[src/icf_pkg.sv]
// package: register map, field positions and carrier types for the interrupt control block
package icf_pkg;
  localparam logic [3:0]  ADDR_CTRL1 = 4'h0;
  localparam logic [3:0]  ADDR_CTRL2 = 4'h4;
  localparam logic [3:0]  ADDR_FLAG0 = 4'h8;
  localparam logic [3:0]  ADDR_FLAG1 = 4'hC;
  localparam logic [4:0]  ADDR_FLAG2 = 5'h10;
  localparam logic [4:0]  ADDR_PRIO  = 5'h14;
  localparam logic [15:0] CTRL1_MASK = 16'h801E;
  localparam logic [15:0] CTRL2_WMASK = 16'h8007;
  localparam logic [15:0] FLAG0_MASK = 16'h3FEF;
  localparam logic [15:0] FLAG1_MASK = 16'hFE1F;
  localparam logic [15:0] FLAG2_MASK = 16'h22E3;
  localparam logic [15:0] RESET_VAL  = 16'h0000;
  localparam int          NEST_BIT   = 15;
  localparam int          ALT_BIT    = 15;
  localparam int          TDIS_BIT   = 14;
  localparam logic [2:0]  PRIO_RESET = 3'h0;

  typedef struct packed {
    logic arith;
    logic address;
    logic stack;
    logic osc_fail;
  } icf_trap_t;

  typedef struct packed {
    logic [15:0] flags0;
    logic [15:0] flags1;
    logic [15:0] flags2;
  } icf_flags_t;
endpackage : icf_pkg

[src/icf_top.sv]
// interrupt control and flag register bank with Avalon-MM slave
//
// Design decisions made here: the Avalon-MM slave port and the placing of the registers.
`timescale 1ns/1ps
`default_nettype none
module icf_top (
  input  wire logic              ref_clk,
  input  wire logic              resetn,
  input  wire logic [4:0]        avs_address,
  input  wire logic              avs_read,
  input  wire logic              avs_write,
  input  wire logic [31:0]       avs_writedata,
  input  wire logic [3:0]        avs_byteenable,
  output logic [31:0]            avs_readdata,
  output logic                   avs_waitrequest,
  input  wire icf_pkg::icf_trap_t trap_taken,
  input  wire logic              timed_disable_in,
  input  wire icf_pkg::icf_flags_t periph_req,
  input  wire logic [2:0]        ext_pin,
  input  wire logic              handler_active,
  input  wire logic              new_irq_req,
  output logic                   preempt_allow,
  output logic                   alt_vector_select,
  output logic                   nesting_disable,
  output logic [2:0]             cpu_priority_level,
  output icf_pkg::icf_flags_t    pending_flags
);
  logic [15:0] ctrl1;
  logic [15:0] ctrl2;
  logic [2:0]  ext_prev;
  logic [2:0]  ext_edge;
  logic        ack_done;
  logic        wr_ok;
  logic [15:0] wmask;
  logic [15:0] wdata;
  logic [15:0] ctrl2_rd;
  logic [15:0] next_flag0;
  logic [15:0] next_flag1;
  logic [15:0] next_flag2;
  logic [15:0] set0;
  logic [15:0] set1;

  // one wait cycle per access keeps read data registered
  assign avs_waitrequest = (avs_read | avs_write) & ~ack_done;
  assign wr_ok = avs_write & ~ack_done;
  assign wmask = {{8{avs_byteenable[1]}}, {8{avs_byteenable[0]}}};
  assign wdata = avs_writedata[15:0];

  always_ff @(posedge ref_clk or negedge resetn) begin
    if (!resetn) begin
      ack_done <= 1'b0;
    end else begin
      ack_done <= (avs_read | avs_write) & ~ack_done;
    end
  end

  always_ff @(posedge ref_clk or negedge resetn) begin
    if (!resetn) begin
      ext_prev <= 3'h0;
    end else begin
      ext_prev <= ext_pin;
    end
  end

  // edge select per input: polarity one watches the falling edge
  always_comb begin
    for (int i = 0; i < 3; i++) begin
      ext_edge[i] = ctrl2[i] ? (ext_prev[i] & ~ext_pin[i])
                             : (~ext_prev[i] & ext_pin[i]);
    end
  end

  // trap status: trap sets win over a software clear in the same cycle
  always_ff @(posedge ref_clk or negedge resetn) begin
    if (!resetn) begin
      ctrl1 <= icf_pkg::RESET_VAL;
    end else begin
      ctrl1 <= (((wr_ok && avs_address == {1'b0, icf_pkg::ADDR_CTRL1})
                 ? ((ctrl1 & ~wmask) | (wdata & wmask)) : ctrl1)
                | {11'h000, trap_taken, 1'b0}) & icf_pkg::CTRL1_MASK;
    end
  end

  always_ff @(posedge ref_clk or negedge resetn) begin
    if (!resetn) begin
      ctrl2 <= icf_pkg::RESET_VAL;
    end else if (wr_ok && avs_address == {1'b0, icf_pkg::ADDR_CTRL2}) begin
      ctrl2 <= ((ctrl2 & ~wmask) | (wdata & wmask)) & icf_pkg::CTRL2_WMASK;
    end
  end

  assign ctrl2_rd = {ctrl2[15], timed_disable_in, ctrl2[13:0]};

  // priority level: writes ignored while nesting is disabled
  always_ff @(posedge ref_clk or negedge resetn) begin
    if (!resetn) begin
      cpu_priority_level <= icf_pkg::PRIO_RESET;
    end else if (wr_ok && avs_address == icf_pkg::ADDR_PRIO && avs_byteenable[0]
                 && !ctrl1[icf_pkg::NEST_BIT]) begin
      cpu_priority_level <= avs_writedata[2:0];
    end
  end

  assign set0 = periph_req.flags0 | {15'h0000, ext_edge[0]};
  assign set1 = periph_req.flags1 | {2'h0, ext_edge[2], 8'h00, ext_edge[1], 4'h0};

  // flags: software write may clear, hardware set always wins
  always_comb begin
    next_flag0 = pending_flags.flags0;
    next_flag1 = pending_flags.flags1;
    next_flag2 = pending_flags.flags2;
    if (wr_ok && avs_address == {1'b0, icf_pkg::ADDR_FLAG0}) begin
      next_flag0 = (next_flag0 & ~wmask) | (wdata & wmask);
    end
    if (wr_ok && avs_address == {1'b0, icf_pkg::ADDR_FLAG1}) begin
      next_flag1 = (next_flag1 & ~wmask) | (wdata & wmask);
    end
    if (wr_ok && avs_address == icf_pkg::ADDR_FLAG2) begin
      next_flag2 = (next_flag2 & ~wmask) | (wdata & wmask);
    end
    next_flag0 = (next_flag0 | set0) & icf_pkg::FLAG0_MASK;
    next_flag1 = (next_flag1 | set1) & icf_pkg::FLAG1_MASK;
    next_flag2 = (next_flag2 | periph_req.flags2) & icf_pkg::FLAG2_MASK;
  end

  always_ff @(posedge ref_clk or negedge resetn) begin
    if (!resetn) begin
      pending_flags <= '0;
    end else begin
      pending_flags <= {next_flag0, next_flag1, next_flag2};
    end
  end

  always_ff @(posedge ref_clk or negedge resetn) begin
    if (!resetn) begin
      avs_readdata <= 32'h0000_0000;
    end else if (avs_read && !ack_done) begin
      case (avs_address)
        {1'b0, icf_pkg::ADDR_CTRL1}: avs_readdata <= {16'h0000, ctrl1};
        {1'b0, icf_pkg::ADDR_CTRL2}: avs_readdata <= {16'h0000, ctrl2_rd};
        {1'b0, icf_pkg::ADDR_FLAG0}: avs_readdata <= {16'h0000, pending_flags.flags0};
        {1'b0, icf_pkg::ADDR_FLAG1}: avs_readdata <= {16'h0000, pending_flags.flags1};
        icf_pkg::ADDR_FLAG2:         avs_readdata <= {16'h0000, pending_flags.flags2};
        icf_pkg::ADDR_PRIO:          avs_readdata <= {29'h0000_0000, cpu_priority_level};
        default:                     avs_readdata <= 32'h0000_0000;
      endcase
    end
  end

  assign nesting_disable   = ctrl1[icf_pkg::NEST_BIT];
  assign preempt_allow     = new_irq_req & ~(handler_active & ctrl1[icf_pkg::NEST_BIT]);
  assign alt_vector_select = ctrl2[icf_pkg::ALT_BIT];
endmodule : icf_top
`default_nettype wire

[config.mk]
export PLATFORM = sky130hd
export DESIGN_NAME = icf_top
export DESIGN_NICKNAME = d
export VERILOG_FILES = /design/src/icf_pkg.sv /design/src/icf_top.sv
export SDC_FILE = /design/constraint.sdc
export NUM_CORES = 1
export LEC_CHECK = 0
export BUFFER_PORTS_ARGS = -buffer_cell sky130_fd_sc_hd__buf_2
export CAP_MARGIN = 5
export CORE_UTILIZATION = 40
export CTS_CLUSTER_DIAMETER = 40
export DETAILED_ROUTE_END_ITERATION = 16
export PLACE_DENSITY = 0.8
export SKIP_LAST_GASP = 1
export SLEW_MARGIN = 15
export SYNTH_ARGS = -nofsm -noshare
export SYNTH_HDL_FRONTEND = slang
export SYNTH_SLANG_ARGS = --single-unit
[constraint.sdc]
create_clock -name ref_clk -period 1.4 [get_ports ref_clk]
set_input_delay 0.21 -clock ref_clk [delete_from_list [all_inputs] [get_ports ref_clk]]
set_output_delay 0.21 -clock ref_clk [all_outputs]
set_load 0.05 [all_outputs]
==> results.md <==
* Setup TNS Final at -6.37 ns
* Die width at 91.6 um
* First-pass GRT wire length at 14900 um
* Gate Count Post-Synth at 313
* EDFF count, synth at 0
* Req. time, crit path at 1.62 ns
* Syn Area/Cell at 10.2 sq um
* Status: finished with violations
* Post-synthesis sequential area ratio at 49.9%
* Yosys synthesis warning count at 0
* Final Hold Fails at 0
* Most frequent cell after synthesis: dfrtp_1
* Clock root buffer: clkbuf_8
* Ranking of synthesized cells by area: dfrtp_1 (50%), buf_4 (8.0%), a211o_1 (6.6%), nand2_1 (4.2%), mux2_2 (3.5%)
* PD cells at 901 nW/um^2
* Tmin final at 1.63 ns
* Area growth from synthesis to layout at 45.1%
* Synth cell types at 44
* Grt total ovfl at 0
* DRT iter0 DRCs at 111
* Antenna diodes at 0
* IO buf count at 123
* Synth Register Bits at 64
* Max Fclk at 613 MHz
* Nets at 589
* Worst Setup Start Kind: register
* Post-route DRC violation count at 0
* Final slew viol count at 0
* WP data arrival at 1.85 ns
* CTS Buffer Depth at 2
* Rows at 32
* Ys flop type: dfrtp_1
* Total die area at 8380 sq um
* Worst slew pin tran at 0.664 ns
* Clock slew at reported path FFs at 0.07 ns
* CORE AREA at 7730 sq um
* CTS Buf Count at 9
* # fillers at 656
* Area post-placement at 4130 sq um
* Final design instance area without fill at 4660 sq um
* Top cell type's share of synthesized area at 49.9%
* VDD IR-drop max at 572 uV
* Initial core utilization at 41.5%
* Die Ht at 91.6 um
* RSZ-0062 raised after global routing: yes
* H-tree depth at 3
* Antenna Nets Post-Route at 0
* Setup violations, final at 48
* DR vias/cell at 5.15
* I/O pin count at 190
* Overall power at 4190 uW
* Mapped cell area at 3210 sq um
* Synth top cells by count: dfrtp_1 (64), nand2_1 (36), buf_4 (34)
* Total wire length at 9790 um
* Failing checks: negative setup slack
* Total clock sinks at 64
* Tcrit/Tclk final at 117%
* Drt pass-1 iters at 4
* GRT Util Overall at 23.1%
* CP Capture Type: register
* DR vias at 3055
* Pin count of the biggest net entering global routing at 65
* Leakage Power at 0.00217 uW
* WL per Instance at 16.5 um
* Total of max-cap violations at 0
* Final worst slack at -0.232 ns
* Hold Crit Class: input port to register
* GPL Wtd Cong at 0.867
* Initial antenna violation count at 0
* Share of flip-flops with an asynchronous set or reset at 100%
* Vias in the first global route at 2946
* Hold_ws at 0.0165 ns
* Skew-Pair Late Insertion Delay at 0.33 ns
* Ratio of cells with drive above 1 in the final layout at 46.8%
* Leading area contributor after synthesis: dfrtp_1
* CTS tree: yes
* Final Skew at 0.00725 ns
* Worst slew margin at 55.7%
* Crit-path max FO at 4
* Post-DP HPWL at 6860 um
* Crit path kind: register to register
==> final timing paths <==
check	start	end	slack (ns)	depth (start not counted)
min in group asynchronous	resetn	ctrl1[2]	0.41	3
setup reg to reg	ack_done	cpu_priority_level[0]	-0.23	5
hold reg to reg	avs_readdata[12]	avs_readdata[12]	0.46	2
max in group asynchronous	resetn	pending_flags[0]	0.69	3
hold / removal	ext_pin[0]	ext_prev[0]	0.02	1
setup / recovery	ack_done	cpu_priority_level[0]	-0.23	5
==> placed cells by master, fill, tap and decap left out, types with 3 or more instances in the layout <==
cell type      instances
conb_1                32
dlygate4sd3_1          3
buf_6                 11
nor3_1                 4
nor2_4                 4
mux2i_1                3
buf_12                 5
a211o_1               24
clkbuf_8              11
nand3b_1              10
nand2_2                7
clkbuf_1               3
buf_2                121
inv_1                 12
a32oi_1                8
nand3_1               11
nor2_2                 4
o21ai_0                3
mux2_2                 9
a22oi_1                6
nand3_4                8
o21ai_1                6
buf_4                 32
dfrtp_1               62
nor2_1                23
nand2_1               29
==> cell families after synthesis <==
kind of cell | share of synthesized area (%)
simple gates | 19.8
flops | 49.9
compound gates | 14.3
buf+inv | 10.7
mux | 5.15
other cells | 0.117
==> what timing repair did <==
item                                    CTS  global route
pin swaps                                16            18
hold endpoints to repair                 66             0
endpoints found under the setup margin   56            59
gates resized for setup                  22            29
hold buffers                              3             0
cloned                                    2             2
setup buffers                             6             4
==> final cells by class <==
| type | instances | area, sq um | area share (%) |
|---|---|---|---|
| sequential | 64 | 1600 | 34.5 |
| multi-input combinational | 226 | 1580 | 33.8 |
| timing repair buffer | 173 | 1130 | 24.2 |
| clock buffer | 14 | 163 | 3.49 |
| tap | 102 | 128 | 2.74 |
| inverter | 12 | 45.0 | 0.967 |
| clock inverter | 2 | 13.8 | 0.296 |
==> flip-flops by register name, indices dropped and copies added (netlist names), named ones only <==
signal and count:
pending_flags 32, avs_readdata 16, ctrl1 4, cpu_priority_level 3, ext_prev 3, ack_done 1
==> routing by layer <==
metal | global-route usage, % | vias to the layer above | part of all wire (%)
met5 | 0 | - | 0
met4 | 6.08 | 0 | 1.2
met3 | 6.28 | 15 | 6.4
met2 | 39.3 | 134 | 51
met1 | 28.8 | 1499 | 42
li1 | - | 1407 | -
==> through the flow <==
step	setup slack [ns]	util [%]	cells
final	-0.232	60.2	593
after detailed placement	-0.193	53.4	562
after global placement	-0.185	53.4	562
after global routing	-0.285	60.2	593
after floorplan	-0.120	-	344
after CTS	-0.206	58.7	589
==> critical path, stage by stage (launching register included) <==
cell,delay (ns)
dfrtp_1,0.40
buf_4,0.14
and3b_2,0.31
buf_4,0.14
nand4b_1,0.19
mux2_2,0.34
==> report_power, final <==
part           leakage, uW  switching, uW  internal, uW  total, uW
logic              0.00139            574           258        833
registers         0.000692           38.2          1900       1930
clock network    0.0000907            685           742       1430
total              0.00217           1300          2900       4190
(Power assumes the default switching activity.)
